$ cat src/rtl/dprt_consts.vh
`ifndef DPRT_CONSTS_VH
`define DPRT_CONSTS_VH

// System clock period in ns
`define DPRT_TCLK_NS 8

// First-edge command codes on CA4..CA0
`define DPRT_CMD_REF 5'h08
`define DPRT_CMD_ACT 5'h01
`define DPRT_CMD_RD 5'h02
`define DPRT_CMD_WR 5'h04
`define DPRT_CMD_MWR 5'h06
`define DPRT_CMD_PRE 5'h10
// CA5 at first edge: all-bank for REF/PRE, auto precharge for RD/WR/MWR
`define DPRT_CA_ALL 5

// Register byte addresses
`define DPRT_A_CFG 8'h00
`define DPRT_A_LAT 8'h04
`define DPRT_A_CMD 8'h08
`define DPRT_A_STAT 8'h0C
`define DPRT_A_ROW 8'h10
`define DPRT_A_R2W 8'h14

// Configuration fields
`define DPRT_CFG_ODT 0
`define DPRT_CFG_BL32 1
`define DPRT_CFG_WPRE 2
`define DPRT_CFG_RPST 7
`define DPRT_CFG_NWR 8
`define DPRT_CFG_NRTP 16
`define DPRT_CFG_RST 32'h00080800
`define DPRT_LAT_RL 0
`define DPRT_LAT_WL 8
`define DPRT_LAT_ODTL 16
`define DPRT_LAT_RST 32'h00061020
`define DPRT_CMD_SRX 0
`define DPRT_CMD_CLR 1

// Status fields
`define DPRT_ST_CNT 0
`define DPRT_ST_DONE 8
`define DPRT_ST_BUSY 16
`define DPRT_ST_DUP 24
`define DPRT_ST_TIM 25
`define DPRT_R2W_OPEN 16

// Burst halves and rounded postamble / preamble in command clocks
`define DPRT_HALF_BL16 10'h008
`define DPRT_HALF_BL32 10'h010
`define DPRT_BL32_EXTRA 8'h08
`define DPRT_RPST_SHORT 10'h000
`define DPRT_RPST_LONG 10'h001
`define DPRT_WPRE_SHORT 10'h001
`define DPRT_WPRE_LONG 10'h002

`endif

$ cat src/rtl/dprt_sync.v
`timescale 1ns/1ps
module dprt_sync #(
  parameter WIDTH = 8
) (
  // Clock and reset
  input wire clk,
  input wire reset,
  // Asynchronous in, synchronous out
  input wire [WIDTH-1:0] d,
  output reg [WIDTH-1:0] q
);

  reg [WIDTH-1:0] meta;

  always @(posedge clk)
  begin
    if (reset)
    begin
      meta <= {WIDTH{1'b0}};
      q <= {WIDTH{1'b0}};
    end
    else
    begin
      meta <= d;
      q <= meta;
    end
  end

endmodule

$ cat src/rtl/dprt_bank.v
`timescale 1ns/1ps
module dprt_bank #(
  parameter [15:0] TRAS_CYC = 16'h0006,
  parameter [15:0] TRFC_CYC = 16'h0012
) (
  // Clock and reset
  input wire clk,
  input wire reset,
  // Command clock edge enable
  input wire tick,
  // Commands aimed at this bank
  input wire act,
  input wire rdAp,
  input wire wrAp,
  input wire pre,
  input wire refPb,
  input wire [7:0] apDelay,
  // State
  output reg open,
  output reg busy,
  output reg autoPre
);

  reg [15:0] rasLeft;
  reg [15:0] refLeft;
  reg [7:0] apLeft;
  reg apPend;

  always @(posedge clk)
  begin
    if (reset)
    begin
      open <= 1'b0;
      busy <= 1'b0;
      autoPre <= 1'b0;
      rasLeft <= 16'h0000;
      refLeft <= 16'h0000;
      apLeft <= 8'h00;
      apPend <= 1'b0;
    end
    else
    begin
      autoPre <= 1'b0;
      if (rasLeft != 16'h0000)
        rasLeft <= rasLeft - 16'h0001;
      if (tick && apLeft != 8'h00)
        apLeft <= apLeft - 8'h01;
      if (refPb)
      begin
        refLeft <= TRFC_CYC;
        busy <= 1'b1;
      end
      else if (refLeft != 16'h0000)
      begin
        refLeft <= refLeft - 16'h0001;
        if (refLeft == 16'h0001)
          busy <= 1'b0;
      end
      if (act)
      begin
        open <= 1'b1;
        rasLeft <= TRAS_CYC;
        apPend <= 1'b0;
      end
      else if (pre)
      begin
        open <= 1'b0;
        apPend <= 1'b0;
      end
      else if ((rdAp || wrAp) && open)
      begin
        // Auto precharge may come right after tRCD; the lockout holds it
        apPend <= 1'b1;
        apLeft <= apDelay;
      end
      else if (apPend && apLeft == 8'h00 && rasLeft == 16'h0000)
      begin
        open <= 1'b0;
        apPend <= 1'b0;
        autoPre <= 1'b1;
      end
    end
  end

endmodule

$ cat src/rtl/dprt_timing.v
// Functional notes
// - Back-to-back commands to other banks after auto precharge are accepted.
// - Read postamble follows config bit 7, write preamble config bit 2.
// - Read with auto precharge uses programmed nRTP.
// - Write with auto precharge uses programmed nWR.
// - Internal auto precharge waits until tRAS is met.
// - Refresh decodes from CS high and CA4..CA0 = 01000 at first edge.
// - CA5 at first edge selects per-bank (low) or all-bank (high).
// - Per-bank refresh bank is CA2..CA0 at second edge.
// - Eight per-bank refreshes accepted in any order, then a new set.
// - The set counts from the first per-bank refresh after synchronization.
// - Reset and self refresh exit clear the bank count.
// - All-bank refresh clears the bank count, at any point of a set.
// - All-bank refresh uses current row; next refresh uses incremented row.
// - A bank given a per-bank refresh is busy for tRFCpb, then idle; all-bank refresh sets no busy.
`timescale 1ns/1ps
`include "dprt_consts.vh"
module dprt_timing #(
  parameter TRAS_NS = 42,
  parameter TRFCPB_NS = 140,
  parameter [9:0] DQSCK_CYC = 10'h004,
  parameter [9:0] ODTON_CYC = 10'h001,
  parameter ROW_W = 14,
  parameter NBANK = 8
) (
  // Clock and reset
  input wire clk,
  input wire reset,
  // APB slave
  input wire [7:0] paddr,
  input wire psel,
  input wire penable,
  input wire pwrite,
  input wire [31:0] pwdata,
  output reg [31:0] prdata,
  output reg pready,
  output reg pslverr,
  // Command/address pins
  input wire ckIn,
  input wire csIn,
  input wire [5:0] caIn,
  // Bank state
  output wire [NBANK-1:0] bankOpen,
  output wire [NBANK-1:0] bankBusy,
  output wire [NBANK-1:0] autoPreDone,
  output reg [2:0] bankCount,
  output reg [ROW_W-1:0] rowCount
);

  localparam integer TRAS_RAW = (TRAS_NS + `DPRT_TCLK_NS - 1) / `DPRT_TCLK_NS;
  localparam integer TRFC_RAW = (TRFCPB_NS + `DPRT_TCLK_NS - 1) / `DPRT_TCLK_NS;
  localparam [15:0] TRAS_CYC = TRAS_RAW[15:0];
  localparam [15:0] TRFC_CYC = TRFC_RAW[15:0];
  localparam [1:0] ST_FIRST = 2'b01;
  localparam [1:0] ST_SECOND = 2'b10;

  function [NBANK-1:0] bankDec;
    input [2:0] b;
    begin
      bankDec = {{(NBANK-1){1'b0}}, 1'b1} << b;
    end
  endfunction

  wire [7:0] pinQ;
  wire linkCk = pinQ[7];
  wire linkCs = pinQ[6];
  wire [5:0] linkCa = pinQ[5:0];
  reg ckPrev;
  reg [1:0] state;
  reg [5:0] firstCa;
  reg [31:0] cfg;
  reg [31:0] lat;
  reg [NBANK-1:0] doneMask;
  reg dupErr;
  reg timErr;
  reg srxPulse;
  reg clrPulse;
  reg [9:0] r2wDelay;
  reg [9:0] r2wLeft;
  reg [2:0] r2wBank;

  dprt_sync #(
    .WIDTH(8)
  ) u_sync (
    .clk(clk),
    .reset(reset),
    .d({ckIn, csIn, caIn}),
    .q(pinQ)
  );

  // Pins change on the falling link edge, so they are settled at the rising one
  wire linkRise = linkCk & ~ckPrev;
  wire cmdGo = linkRise && state == ST_SECOND;
  wire [4:0] code = firstCa[4:0];
  wire allBit = firstCa[`DPRT_CA_ALL];
  wire [2:0] bank = linkCa[2:0];
  wire [NBANK-1:0] bankHot = bankDec(bank);
  wire isRef = cmdGo && code == `DPRT_CMD_REF;
  wire isRefPb = isRef && !allBit;
  wire isRefAb = isRef && allBit;
  wire isAct = cmdGo && code == `DPRT_CMD_ACT;
  wire isRd = cmdGo && code == `DPRT_CMD_RD;
  wire isWr = cmdGo && (code == `DPRT_CMD_WR || code == `DPRT_CMD_MWR);
  wire isPre = cmdGo && code == `DPRT_CMD_PRE;
  wire dupHit = isRefPb && (doneMask & bankHot) != {NBANK{1'b0}};

  // Command capture: first edge with CS high, bank on the next edge
  always @(posedge clk)
  begin
    if (reset)
    begin
      ckPrev <= 1'b0;
      state <= ST_FIRST;
      firstCa <= 6'h00;
    end
    else
    begin
      ckPrev <= linkCk;
      if (linkRise)
      begin
        case (state)
          ST_FIRST:
          begin
            if (linkCs)
            begin
              firstCa <= linkCa;
              state <= ST_SECOND;
            end
          end
          ST_SECOND:
          begin
            // Ready for a new command on the very next edge
            state <= ST_FIRST;
          end
          default:
          begin
            state <= ST_FIRST;
          end
        endcase
      end
    end
  end

  // Auto precharge delays in command clocks
  wire [7:0] nWr = cfg[`DPRT_CFG_NWR+7:`DPRT_CFG_NWR];
  wire [7:0] nRtp = cfg[`DPRT_CFG_NRTP+7:`DPRT_CFG_NRTP];
  wire bl32 = cfg[`DPRT_CFG_BL32];
  wire [7:0] rl = lat[`DPRT_LAT_RL+7:`DPRT_LAT_RL];
  wire [7:0] wl = lat[`DPRT_LAT_WL+7:`DPRT_LAT_WL];
  wire [7:0] odtl = lat[`DPRT_LAT_ODTL+7:`DPRT_LAT_ODTL];
  wire [9:0] half = bl32 ? `DPRT_HALF_BL32 : `DPRT_HALF_BL16;
  wire [7:0] rdApDelay = bl32 ? nRtp + `DPRT_BL32_EXTRA : nRtp;
  wire [7:0] wrApDelay = wl + half[7:0] + nWr + 8'h01;
  wire [7:0] apDelay = isRd ? rdApDelay : wrApDelay;
  wire [9:0] rpstCyc = cfg[`DPRT_CFG_RPST] ? `DPRT_RPST_LONG : `DPRT_RPST_SHORT;
  wire [9:0] wpreCyc = cfg[`DPRT_CFG_WPRE] ? `DPRT_WPRE_LONG : `DPRT_WPRE_SHORT;
  wire [9:0] readTail = {2'b00, rl} + DQSCK_CYC + half + rpstCyc;

  // Read-AP to other-bank write spacing, as the host must honour it
  always @(posedge clk)
  begin
    if (reset)
      r2wDelay <= 10'h000;
    else if (cfg[`DPRT_CFG_ODT])
      r2wDelay <= readTail - {2'b00, odtl} - ODTON_CYC + 10'h001;
    else
      r2wDelay <= readTail - {2'b00, wl} + wpreCyc;
  end

  wire apFlag = allBit && (isRd || isWr);
  wire [NBANK-1:0] actV = isAct ? bankHot : {NBANK{1'b0}};
  wire [NBANK-1:0] preV = !isPre ? {NBANK{1'b0}} : allBit ? {NBANK{1'b1}} : bankHot;
  wire [NBANK-1:0] rdApV = (isRd && apFlag) ? bankHot : {NBANK{1'b0}};
  wire [NBANK-1:0] wrApV = (isWr && apFlag) ? bankHot : {NBANK{1'b0}};
  // A refused duplicate refresh leaves the bank untouched
  wire [NBANK-1:0] refV = (isRefPb && !dupHit) ? bankHot : {NBANK{1'b0}};

  genvar g;
  generate
    for (g = 0; g < NBANK; g = g + 1)
    begin : g_bank
      dprt_bank #(
        .TRAS_CYC(TRAS_CYC),
        .TRFC_CYC(TRFC_CYC)
      ) u_bank (
        .clk(clk),
        .reset(reset),
        .tick(linkRise),
        .act(actV[g]),
        .rdAp(rdApV[g]),
        .wrAp(wrApV[g]),
        .pre(preV[g]),
        .refPb(refV[g]),
        .apDelay(apDelay),
        .open(bankOpen[g]),
        .busy(bankBusy[g]),
        .autoPre(autoPreDone[g])
      );
    end
  endgenerate

  // Refresh bank count, done record and row counter
  always @(posedge clk)
  begin
    if (reset || srxPulse)
    begin
      bankCount <= 3'h0;
      doneMask <= {NBANK{1'b0}};
      if (reset)
        rowCount <= {ROW_W{1'b0}};
    end
    else if (isRefAb)
    begin
      bankCount <= 3'h0;
      doneMask <= {NBANK{1'b0}};
      rowCount <= rowCount + {{(ROW_W-1){1'b0}}, 1'b1};
    end
    else if (isRefPb && !dupHit)
    begin
      if (bankCount == 3'h7)
      begin
        // Set complete: any order allowed for the next set
        bankCount <= 3'h0;
        doneMask <= {NBANK{1'b0}};
        rowCount <= rowCount + {{(ROW_W-1){1'b0}}, 1'b1};
      end
      else
      begin
        bankCount <= bankCount + 3'h1;
        doneMask <= doneMask | bankHot;
      end
    end
  end

  // Sticky violation flags; a new event beats a clear in the same cycle
  always @(posedge clk)
  begin
    if (reset)
    begin
      dupErr <= 1'b0;
      timErr <= 1'b0;
      r2wLeft <= 10'h000;
      r2wBank <= 3'h0;
    end
    else
    begin
      if (clrPulse)
      begin
        dupErr <= 1'b0;
        timErr <= 1'b0;
      end
      if (dupHit)
        dupErr <= 1'b1;
      if (isWr && r2wLeft != 10'h000 && bank != r2wBank)
        timErr <= 1'b1;
      if (isRd && apFlag)
      begin
        r2wLeft <= (r2wDelay == 10'h000) ? 10'h000 : r2wDelay - 10'h001;
        r2wBank <= bank;
      end
      else if (linkRise && r2wLeft != 10'h000)
        r2wLeft <= r2wLeft - 10'h001;
    end
  end

  // APB: one wait-free access phase, data captured in the setup cycle
  reg [31:0] rdMux;
  reg hit;

  always @*
  begin
    rdMux = 32'h00000000;
    hit = 1'b1;
    case (paddr)
      `DPRT_A_CFG: rdMux = cfg;
      `DPRT_A_LAT: rdMux = lat;
      `DPRT_A_CMD: rdMux = 32'h00000000;
      `DPRT_A_STAT:
      begin
        rdMux[`DPRT_ST_CNT+2:`DPRT_ST_CNT] = bankCount;
        rdMux[`DPRT_ST_DONE+NBANK-1:`DPRT_ST_DONE] = doneMask;
        rdMux[`DPRT_ST_BUSY+NBANK-1:`DPRT_ST_BUSY] = bankBusy;
        rdMux[`DPRT_ST_DUP] = dupErr;
        rdMux[`DPRT_ST_TIM] = timErr;
      end
      `DPRT_A_ROW: rdMux[ROW_W-1:0] = rowCount;
      `DPRT_A_R2W:
      begin
        rdMux[9:0] = r2wDelay;
        rdMux[`DPRT_R2W_OPEN+NBANK-1:`DPRT_R2W_OPEN] = bankOpen;
      end
      default: hit = 1'b0;
    endcase
  end

  wire wrTake = psel && penable && pready && pwrite;

  always @(posedge clk)
  begin
    if (reset)
    begin
      prdata <= 32'h00000000;
      pready <= 1'b0;
      pslverr <= 1'b0;
      cfg <= `DPRT_CFG_RST;
      lat <= `DPRT_LAT_RST;
      srxPulse <= 1'b0;
      clrPulse <= 1'b0;
    end
    else
    begin
      pready <= psel && !penable;
      srxPulse <= 1'b0;
      clrPulse <= 1'b0;
      if (psel && !penable)
      begin
        prdata <= pwrite ? 32'h00000000 : rdMux;
        pslverr <= !hit;
      end
      if (wrTake && hit)
      begin
        case (paddr)
          `DPRT_A_CFG: cfg <= pwdata;
          `DPRT_A_LAT: lat <= pwdata;
          `DPRT_A_CMD:
          begin
            srxPulse <= pwdata[`DPRT_CMD_SRX];
            clrPulse <= pwdata[`DPRT_CMD_CLR];
          end
          default: cfg <= cfg;
        endcase
      end
    end
  end

endmodule

$ cat config.mk
export PLATFORM = sky130hd
export DESIGN_NAME = dprt_timing
export DESIGN_NICKNAME = d
export VERILOG_FILES = /design/src/rtl/dprt_sync.v /design/src/rtl/dprt_bank.v /design/src/rtl/dprt_timing.v
export VERILOG_INCLUDE_DIRS = /design/src /design/src/rtl
export SDC_FILE = /design/constraint.sdc
export NUM_CORES = 1
export LEC_CHECK = 0
export BUFFER_PORTS_ARGS = -buffer_cell sky130_fd_sc_hd__buf_2
export CAP_MARGIN = 20
export CORE_ASPECT_RATIO = 0.6
export CORE_MARGIN = 2
export CORE_UTILIZATION = 62
export DETAILED_ROUTE_END_ITERATION = 10
export PLACE_DENSITY = 0.8
export RECOVER_POWER = 100
export SYNTH_ARGS = -nofsm -noshare
export SYNTH_HDL_FRONTEND = slang
export SYNTH_HIERARCHICAL = 1
export SYNTH_SLANG_ARGS = --single-unit
$ cat constraint.sdc
create_clock -name clk -period 3.92 [get_ports clk]
set_input_delay 0.588 -clock clk [delete_from_list [all_inputs] [get_ports clk]]
set_output_delay 0.588 -clock clk [all_outputs]
set_load 0.05 [all_outputs]
Yosys cells after proc, flatten, opt, wreduce, memory -nomap -nowiden --
Index checks and enable logic that the tools add are counted.
Word-level totals: register bits after elaboration 527, bits in latches 0, memory bits (writable) 0, memory bits (read-only) 0, output and inout bits 75, memories kept 0
Operators by class: add/sub/neg operators 40, multiply operators 0, div/mod/pow operators 0, $lt $le $gt $ge 0, equal/unequal tests 33, shifts and indexed selects 1, multiplexer cells 173, bitwise operators 6, reductions and logical operators 213
Operators with widths (count):
- 2-to-1 mux 8 bit | 41
- nonzero test 16 bit | 16
- subtractor 16 x 1 -> 16 bit (second input constant) | 16
- == test 16 x 1 -> 1 bit (second input constant) | 8
- zero test 16 bit | 8
- 2-to-1 mux 5 bit | 17
- 2-to-1 mux 1 bit | 77
- zero test 8 bit | 9
- nonzero test 8 bit | 9
- 2-to-1 mux 14 bit | 5
- nonzero test 2 bit | 35
- subtractor 8 x 1 -> 8 bit (second input constant) | 8
- logical AND 1 bit | 53
- 2-to-1 mux 3 bit | 17
- 2-to-1 mux 10 bit | 4
- AND reduction 2 bit | 19
- OR reduction 2 bit | 17
- 2-to-1 mux 32 bit | 1
- case mux 8 bit (4 select lines) | 1
- OR reduction 4 bit | 8
- nonzero test 3 bit | 10
- subtractor 10 x 1 -> 10 bit (second input constant) | 3
- OR reduction 3 bit | 9
- != test 3 bit (second input constant) | 8
- other kinds (44) | 67

Longest topological paths before layout --
Gate-level depths: netlist of run 1.
depth after elaboration 13, mapped depth 15, gate-level depth less buffers 14

Hierarchy --
Netlist of run 1, hierarchy kept.
By module, submodules not included:
- dprt_bank (g_bank[0].u_bank ...) | times used 7, cells an instance 286, area each 2391.0 um^2, seq. area each 880.8 um^2
- dprt_timing | times used 1, cells an instance 1111, area each 9128.8 um^2, seq. area each 3323.2 um^2
- dprt_bank (g_bank[1].u_bank) | times used 1, cells an instance 275, area each 2402.3 um^2, seq. area each 880.8 um^2
- dprt_sync | times used 1, cells an instance 33, area each 464.2 um^2, seq. area each 320.3 um^2

Worst setup path after synthesis of run 1 --
Ideal clock, no wire load.
path type register to register, start point register cfg[1], end point register r2wDelay[9], library setup time 132 ps, arrival 3010 ps, required time 3788 ps, slack 778 ps, stages on the path, launching flop included 14, path through dfxtp_1 > clkbuf_1 > inv_1 > ha_1 > o21a_1 > o21a_1 > o21a_1 > xor2_1 > ha_1 > ha_1 > and3_1 > a311oi_1 > mux2i_1 > a21oi_1
Between the ends: word-level cells in the longest chain between the ends 7, elaborated cells between the ends (all ways) 9, classes of those cells add/sub (7); mux (2)
Ends and longest elaborated chain:
- start: declaration | line dprt_timing.v:71 | reg [31:0] cfg;
- start signal: assignment | line dprt_timing.v:305 | cfg <= `DPRT_CFG_RST;
- start signal: assignment | line dprt_timing.v:323 | `DPRT_A_CFG: cfg <= pwdata;
- start signal: assignment | line dprt_timing.v:330 | default: cfg <= cfg;
- 2-to-1 mux 5 bit (no source line) *
- adder 9 x 5 -> 10 bit * | line dprt_timing.v:157 | wire [9:0] readTail = {2'b00, rl} + DQSCK_CYC + half + rpstCyc;
- adder 10 x 1 -> 10 bit * | line dprt_timing.v:157
- subtractor 10 x 8 -> 10 bit | line dprt_timing.v:165 | r2wDelay <= readTail - {2'b00, odtl} - ODTON_CYC + 10'h001;
- subtractor 10 x 1 -> 10 bit | line dprt_timing.v:165
- adder 10 x 1 -> 10 bit | line dprt_timing.v:165
- 2-to-1 mux 10 bit * | line dprt_timing.v:164 | else if (cfg[`DPRT_CFG_ODT])
- end signal: assignment | line dprt_timing.v:165
- end signal: assignment | line dprt_timing.v:167 | r2wDelay <= readTail - {2'b00, wl} + wpreCyc;
- end: declaration | line dprt_timing.v:78 | reg [9:0] r2wDelay;
Mark *: on every way between the ends. The rest lies on a longest branch, timed or not. A chain may end at the register's enable or synchronous reset.

Worst setup path in the final report of run 1 --
start point input reset, end point register g_bank[2].u_bank.rasLeft[4]
Between the ends: word-level cells in the longest chain between the ends 1
Ends and longest elaborated chain:
- start: declaration | line dprt_timing.v:28 | input wire reset,
- OR reduction 2 bit (no source line)
- end signal: assignment | line dprt_bank.v:45 | rasLeft <= rasLeft - 16'h0001;
- end: declaration | line dprt_bank.v:24 | reg [15:0] rasLeft;
Every way passes these cells.

==> qor.yml, run 1 <==
status:
  status: "finished with violations"
  violations: "capacitance limit, slew limit"
synthesis:
  synth_seq_area_share_pct: 37.21
  post_synth_num_cell_types: 91
  netlist_area_um2: 28730
  warnings_from_yosys: 6
  postSynthNetCount: 3581
  synthAdderAreaFrac_pct: 4.816
  post_synth_inst_count: 3421
  synth_simple_gate_area_share_pct: 30.14
  synth_top_family_by_area: "simple AND/OR/NAND/NOR gates"
  ys_dominant_reg_cell: "dfxtp_1"
  synth_area_in_compound_gates_pct: 18.96
  number_of_flops_mapped_to_enable_cells_by_yosys: 14
  ys_seq_elements: 527
  postSynthAreaPerCell_um2: 8.399
  muxShareOfSynthArea_pct: 3.593
  postSynth.asyncResetShare_pct: 0
  post_synthesis_share_of_cell_area_spent_on_xor_and_xnor_gates_pct: 1.494
final_layout:
  area_taken_by_multi_input_logic_gates_um2: 16920
  ff_latch_area_um2: 10690
  final_net_count: 3662
  drive_above_1_share_pct: 9.771
  n_antenna_cell: 0
  area_added_between_synthesis_and_finish_pct: 9.031
  fillers: 3712
route:
  remaining_drc_errors: 0
  postRouteAntennaNets: 0
  drtPass1Iterations: 9
  post_detailed_route_wirelength_per_cell_um: 19.64
  iter_0_drt_violations: 2934
  highest_layer: "met4"
  post_drt_via_cell_ratio: 6.594
  m1WireLength_um: 36160
  drt_wl_total_um: 81910
  route.met2.wl_um: 35100
  wl_met3_um: 7947
  detailroute.via_count: 27504
timing:
  worst_slew_pin_slew_ps: 2026
  timing.clock.skew_ps: 24.69
  timing.max_slew.rel_slack_pct: -35.10
  post-route-worst-setup-slack_ps: 315.7
  max_freq_ghz: 0.2774
  fin_tns_setup_ps: 0
  final-hold-violation-count: 0
  slew_viol_final: 79
  post_route_clock_period_utilization_pct: 91.95
  fin_crit_ps: 3604
  grt_setup_unrepaired: "no"
  report.final.setup_viol: 0
clocking:
  cts_hold_buf: 0
  cts_tree: "done"
  tritoncts_buffer_count: 50
  ctsLongestPathBuffers: 3
  cts_root_buf: "clkbuf_16"
  clkLatencyLatePin_ps: 590
  post_cts_resized: 0
  clkTransAtPathRegs_ps: 70
  cts_setup_buffers: 0
  h-tree-depth: 2
  cts.sinks: 527
power:
  switching_share_pct: 41.95
  cellInternalPower_uw: 13020
  power.ir.vdd_worst_v: 0.0004763
  power.net_switching_uw: 9409
  power.density_nw_per_um2: 716.0
  clock_power_share_pct: 22.3
  comb_power_share_pct: 42.2
  seq_power_share_pct: 35.5
  p_leak_uw: 0.01166
die:
  floorplan.rows: 61
  floorplan.initialDensity_pct: 62.43
  fp.dieW_um: 281.9
  pin_count: 128
  dieArea_um2: 48140
  core_region_area_um2: 46020
  die_h_um: 170.8
placement:
  post-place-ws_ps: 532.8
  hpwlAfterDp_um: 58470
  io_buffer_count: 127
  gpl.final_weighted_congestion: 0.9867
critical_path:
  r2r_setup_slack_ps: 390
  critPathRequiredTime_ps: 4390
  critical_path.reg2reg.startpoint: "lat[9]"
  reg2reg_depth: 11
  critical_path_start_type: "input pin"
  critical_path_peak_fanout: 78
  arrival_ps: 4070
  criticalPathCategory: "in -> reg"
  setup.worst_path.start: "reset"
  endpoint_of_the_most_critical_register_to_register_path: "g_bank[3].u_bank/apLeft[7]"
  endpoint_class_of_the_critical_path: "flip-flop"
global_routing:
  first_global_vias: 25010
  grt_first_pass_wirelength_um: 129700
  grt_use_total_pct: 32.84
  grt_antenna_before_repair: 1
  global_route.overflow_total: 0
  grt_start_max_net_pins: 79
worst_hold_path:
  holdCritStartpoint: "caIn[5]"
  hp-class: "in -> reg"
  timing.hold.worst_endpoint: "u_sync/meta[5]"
  min_delay_path_depth: 2
flow_run:
  timing.max_cap.violations: 1
how the worst max path moves through the flow:
stage                             endpoint  slack [ps]  cells past startpoint
2_1_floorplan                  r2wDelay[9]         780                     13
4_1_cts                        r2wDelay[9]         510                     12
3_3_place_gp                   r2wDelay[9]         590                     12
5_1_grt        g_bank[2].u_bank/rasLeft[4]         160                      5
3_5_place_dp                   r2wDelay[9]         530                     12
6_report       g_bank[2].u_bank/rasLeft[4]         320                      5
cell usage in the layout (no fill, tap or decap), types with 20 or more instances in the layout:
cell type  netlist  routed
a31oi_1         27      28
nor2_1         323     323
inv_1          121     121
clkbuf_16        0      51
nand2_1        335     335
o21a_1          24      24
a311oi_1        31      31
nand4_1         55      55
buf_4            0      20
o211ai_1        30      30
or4_1           59      59
nor4_1          67      72
or3b_2          23      23
clkbuf_1        99     100
buf_2           19      49
mux2i_1         84      84
ha_1           101     101
nor3b_1         50      50
or3_1          117     117
nor3_1         110     110
nor3_2          20      20
xnor2_1         31      31
a211oi_1        68      68
o41ai_1         36      36
o31ai_1         80      80
a21oi_1        255     255
o21ai_0        120     119
nor2b_1         57      57
or2_2           38      26
dfxtp_1        513     513
nand3_1        102     102
nand2b_1        39      39
Yosys cell counts, types with 17 or more instances:
| cell type | instances | area, um^2 |
|---|---|---|
| a311oi_1 | 31 | 271.5 |
| nor2_1 | 323 | 1212 |
| nor3_2 | 20 | 200.2 |
| nand2b_1 | 39 | 244.0 |
| a22o_1 | 17 | 148.9 |
| nand3_1 | 102 | 510.5 |
| or4_1 | 59 | 442.9 |
| nand2_1 | 335 | 1257 |
| o31ai_1 | 80 | 600.6 |
| o21a_1 | 24 | 180.2 |
| nand4_1 | 55 | 344.1 |
| nor3b_1 | 50 | 375.4 |
| a31oi_1 | 27 | 168.9 |
| mux2i_1 | 84 | 840.8 |
| nor3_1 | 110 | 550.5 |
| inv_1 | 121 | 454.2 |
| nor2b_1 | 57 | 356.6 |
| dfxtp_1 | 513 | 10270 |
| or2_2 | 38 | 237.7 |
| or3b_2 | 23 | 201.4 |
| or3_1 | 117 | 732.0 |
| ha_1 | 101 | 1264 |
| o21ai_0 | 120 | 600.6 |
| a211oi_1 | 68 | 510.5 |
| a22oi_1 | 18 | 135.1 |
| o41ai_1 | 36 | 315.3 |
| o211ai_1 | 30 | 225.2 |
| a21oi_1 | 255 | 1276 |
| buf_2 | 19 | 95.09 |
| nor4_1 | 67 | 419.2 |
| xor2_1 | 18 | 157.7 |
| clkbuf_1 | 99 | 371.6 |
| mux2_2 | 17 | 191.4 |
| xnor2_1 | 31 | 271.5 |
routing by layer:
layer | track usage [%] | up-vias
met5 | 0 | -
met4 | 11.70 | 0
met3 | 6.678 | 216
met2 | 49.39 | 1294
met1 | 46.62 | 13077
li1 | - | 12917
through the flow:
stage / total power (uW) / std cells / hold WS (ps) / cell area [um^2] / utilization [%]
after CTS: 22250 / 4170 / 217.6 / 31570 / 68.59
final: 22430 / 4171 / 238.9 / 31330 / 68.07
after detailed placement: 17190 / 4079 / 425.6 / 29890 / 64.95
after floorplan: 15110 / 3421 / 413.8 / 28730 / -
after global routing: 23930 / 4171 / 226.1 / 31330 / 68.07
after global placement: 16620 / 4078 / 434.4 / 29860 / 64.89
power by group through the flow:
| stage | clock network (uW) | logic (uW) | registers, uW |
|---|---|---|---|
| after global placement | 0 | 8730 | 7880 |
| after CTS | 5070 | 9280 | 7900 |
| after detailed placement | 0 | 9190 | 8000 |
| after floorplan | 0 | 7410 | 7700 |
| after global routing | 5320 | 10500 | 8130 |
| final | 5010 | 9460 | 7960 |
flip-flops by register name, summed over array words and instances (netlist names), 2 cells and up:
register	count
bankCount	3
cfg	32
doneMask	8
firstCa	6
g_bank.u_bank/apLeft	64
g_bank.u_bank/apPend	8
g_bank.u_bank/autoPre	8
g_bank.u_bank/busy	8
g_bank.u_bank/open	8
g_bank.u_bank/rasLeft	128
g_bank.u_bank/refLeft	128
lat	32
prdata	32
r2wBank	3
r2wDelay	10
r2wLeft	10
rowCount	14
state	2
u_sync/meta	8
u_sync/q	8
critical path, cell delays in order:
cell and delay (ps):
clkbuf_2 1360, clkbuf_2 1030, or2_0 710, or4_1 230, nand2_1 50
layout make-up:
cell class              count  area share (%)
repair buffers            168           2.548
inverters                 123           1.474
flip-flops and latches    527           34.12
multi-input cells        2632           54.00
clock inverters            25          0.8627
well taps                 630           2.516
clock buffers              66           4.477
kinds of logic (layout without fill, tap and decap cells):
group / Yosys count / in the layout
adders and majority gates: 107 / 107
buffers and inverters: 262 / 382
and+or+nand+nor: 1552 / 1552
DFF: 527 / 527
muxes: 101 / 101
AOI/OAI and AO/OA: 823 / 823
xor gates and xnor gates: 49 / 49
Note: power is estimated with default switching activity, not from simulation.
==> run 2, diff against run 1 <==
CELL_PAD_IN_SITES_DETAIL_PLACEMENT = 1   (was not set)
CELL_PAD_IN_SITES_GLOBAL_PLACEMENT = 1   (was not set)
CORE_UTILIZATION = 51   (was 62)
PLACE_DENSITY = 0.85   (was 0.8)
clock period = 4.4 ns   (was 3.92 ns; I/O delays follow)
==> run 2 against run 1 <==
The flow still finishes with violations (capacitance limit, slew limit). Sequential power is 9.8% lower. Count of clock-buffer cells in the layout is 7 higher. Wire length up 21%. Global-route usage grew 0.38 points. Worst setup slack gained 310 ps. Clock skew rose by 5.5 ps. Utilization shrank 12 points. Critical path depth up 3. First-iteration DRC count is 6.8% lower. Critical endpoint is now g_bank[1].u_bank/refLeft[9]. Highest routed layer is now met5.
==> qor.yml, run 2 (same netlist as run 1, synthesis figures left out) <==
placement:
  gpl.final_weighted_congestion: 0.9312  # was 0.9867
  dp_cells: 4201  # was 4079
  hpwlAfterDp_um: 70210  # was 58470 um
  placed_area_um2: 30000  # was 29890 um^2
  io_buffer_count: 127  # unchanged
power:
  power.ir.vdd_worst_v: 0.0003775  # was 0.0004763 V
  finalPower_uw: 20870  # was 22430 uW
  power.density_nw_per_um2: 662.1  # was 716.0 nW/um^2
  p_leak_uw: 0.01165  # was 0.01166 uW
timing:
  post_route_clock_period_utilization_pct: 85.76
  timing.max_slew.rel_slack_pct: -34.96  # was -35.10%
  fin_tns_setup_ps: 0  # unchanged
  max_freq_ghz: 0.2650
  timing.clock.skew_ps: 30.14  # was 24.69 ps
  grt_setup_unrepaired: "no"  # unchanged
  slew_viol_final: 146  # was 79
  report.final.setup_viol: 0  # unchanged
  worst_slew_pin_slew_ps: 2024  # was 2026 ps
  final.hold.worst_slack_ps: 236.0  # was 238.9 ps
  fin_crit_ps: 3773
  final-hold-violation-count: 0  # unchanged
critical_path:
  arrival_ps: 4310  # was 4070 ps
  critical_path_start_type: "flip-flop"  # was input pin
  cp.buffers_inverters: 1  # was 2
  timing.critical_path.max_delay_family: "simple AND/OR/NAND/NOR gates"  # was buffers and inverters
  endpoint_class_of_the_critical_path: "flip-flop"  # unchanged
  critical_path_peak_fanout: 16  # was 78
  criticalPathCategory: "reg -> reg"  # was in -> reg
  critPathRequiredTime_ps: 4930  # was 4390 ps
  critical-path-max-stage-delay_ps: 900  # was 1360 ps
  crit_path_top_delay_cell: "or2_0"  # was clkbuf_2
  timing.critical_path.cells: "and3b_1, o21ai_0, o2111ai_1, clkbuf_1, nor3_1, or2_0, nor2_1, a41o_1"  # was clkbuf_2, clkbuf_2, or2_0, or4_1, nand2_1
clocking:
  cts.sinks: 527  # unchanged
  ctsLongestPathBuffers: 3  # unchanged
  cts_hold_buf: 0  # unchanged
  post_cts_resized: 0  # unchanged
  clkLatencyLatePin_ps: 640  # was 590 ps
  cts_tree: "done"  # unchanged
  clkTransAtPathRegs_ps: 70  # about the same
  tritoncts_buffer_count: 52  # was 50
  cts_root_buf: "clkbuf_16"  # unchanged
  cts_setup_buffers: 0  # unchanged
  h-tree-depth: 2  # unchanged
global_routing:
  grt_first_pass_wirelength_um: 156500  # was 129700 um
  grt_use_total_pct: 33.22  # was 32.84%
  grt_start_max_net_pins: 81  # was 79
  global_route.overflow_total: 0  # unchanged
  grt_antenna_before_repair: 2  # was 1
  first_global_vias: 28630  # was 25010
die:
  floorplan.rows: 67  # was 61
  dieArea_um2: 58310  # was 48140 um^2
  core_region_area_um2: 55750  # was 46020 um^2
  pin_count: 128  # unchanged
  die_h_um: 187.9  # was 170.8 um
  fp.dieW_um: 310.4  # was 281.9 um
  floorplan.initialDensity_pct: 51.54  # was 62.43%
status:
  violations: "capacitance limit, slew limit"  # unchanged
  status: "finished with violations"  # unchanged
final_layout:
  area_added_between_synthesis_and_finish_pct: 9.728  # was 9.031%
  drive_above_1_share_pct: 9.222  # was 9.771%
  layout_top_registers: "g_bank.u_bank/rasLeft (128), g_bank.u_bank/refLeft (128), g_bank.u_bank/apLeft (64)"  # unchanged
  post-route-cell-area_um2: 31530  # was 31330 um^2
  layout.cells.most_common_list: "513 x dfxtp_1, 335 x nand2_1, 323 x nor2_1"  # unchanged
  final_cells: 4296  # was 4171
  final_net_count: 3658  # was 3662
  mostFrequentLayoutCell: "dfxtp_1"  # unchanged
route:
  postRouteAntennaNets: 0  # unchanged
  post_drt_via_cell_ratio: 6.523  # was 6.594
  post_detailed_route_wirelength_per_cell_um: 23.01  # was 19.64 um
  drtPass1Iterations: 5  # was 9
  iter_0_drt_violations: 2735  # was 2934
  drt_wl_total_um: 98850  # was 81910 um
  remaining_drc_errors: 0  # unchanged
  detailroute.via_count: 28022  # was 27504
flow_run:
  timing.max_cap.violations: 3  # was 1
worst_hold_path:
  hp-class: "in -> reg"  # unchanged
==> run 2: power breakdown <==
group          internal (uW)  leakage (uW)  switching (uW)
Combinational           3240       0.00647            5740
Sequential              5830       0.00432            1350
Clock                   2660      0.000861            2050
Total                  11700        0.0117            9140
==> run 2: stage by stage <==
stage	setup WS, ps	utilization, %
2_1_floorplan	1258	-
3_3_place_gp	1046	53.79
3_5_place_dp	946.3	53.81
4_1_cts	918.4	56.94
5_1_grt	373.7	56.55
6_report	626.8	56.55
==> run 2: final cells by class <==
| class | count | area [um^2] |
|---|---|---|
| Clock buffer | 73 | 1491 |
| Clock inverter | 18 | 255.2 |
| Inverter | 123 | 461.7 |
| Antenna cell | 2 | 5.005 |
| Tap cell | 759 | 949.7 |
| Timing Repair Buffer | 162 | 763.2 |
| Sequential cell | 527 | 10690 |
| Fill cell | 6696 | 24220 |
| Multi-Input combinational cell | 2632 | 16910 |
==> run 2: final timing paths <==
kind | startpoint | endpoint | slack (ps) | depth (start not counted)
setup / recovery | u_sync/q[2] | g_bank[1].u_bank/refLeft[9] | 630 | 8
hold / removal | caIn[3] | u_sync/meta[3] | 240 | 2
setup reg to reg | u_sync/q[2] | g_bank[1].u_bank/refLeft[9] | 630 | 8
hold reg to reg | u_sync/meta[4] | u_sync/q[4] | 450 | 1
==> run 2: per-layer routing <==
layer | global-route usage (%) | wire length, um | up-vias
met1 | 45.50 | 44500 | 13989
met2 | 50.75 | 43430 | 938
met4 | 11.61 | 2860 | 2
li1 | - | - | 12884
met3 | 8.002 | 8049 | 209
met5 | 1.910 | 11 | -
==> run 2: worst reg2reg max path: cells and delay by family (launching register included) <==
| kind | cells | cell delay (ps) |
|---|---|---|
| buffers and inverters | 1 | 300 |
| DFF | 1 | 630 |
| AOI/OAI and AO/OA | 3 | 860 |
| and+or+nand+nor | 4 | 1890 |
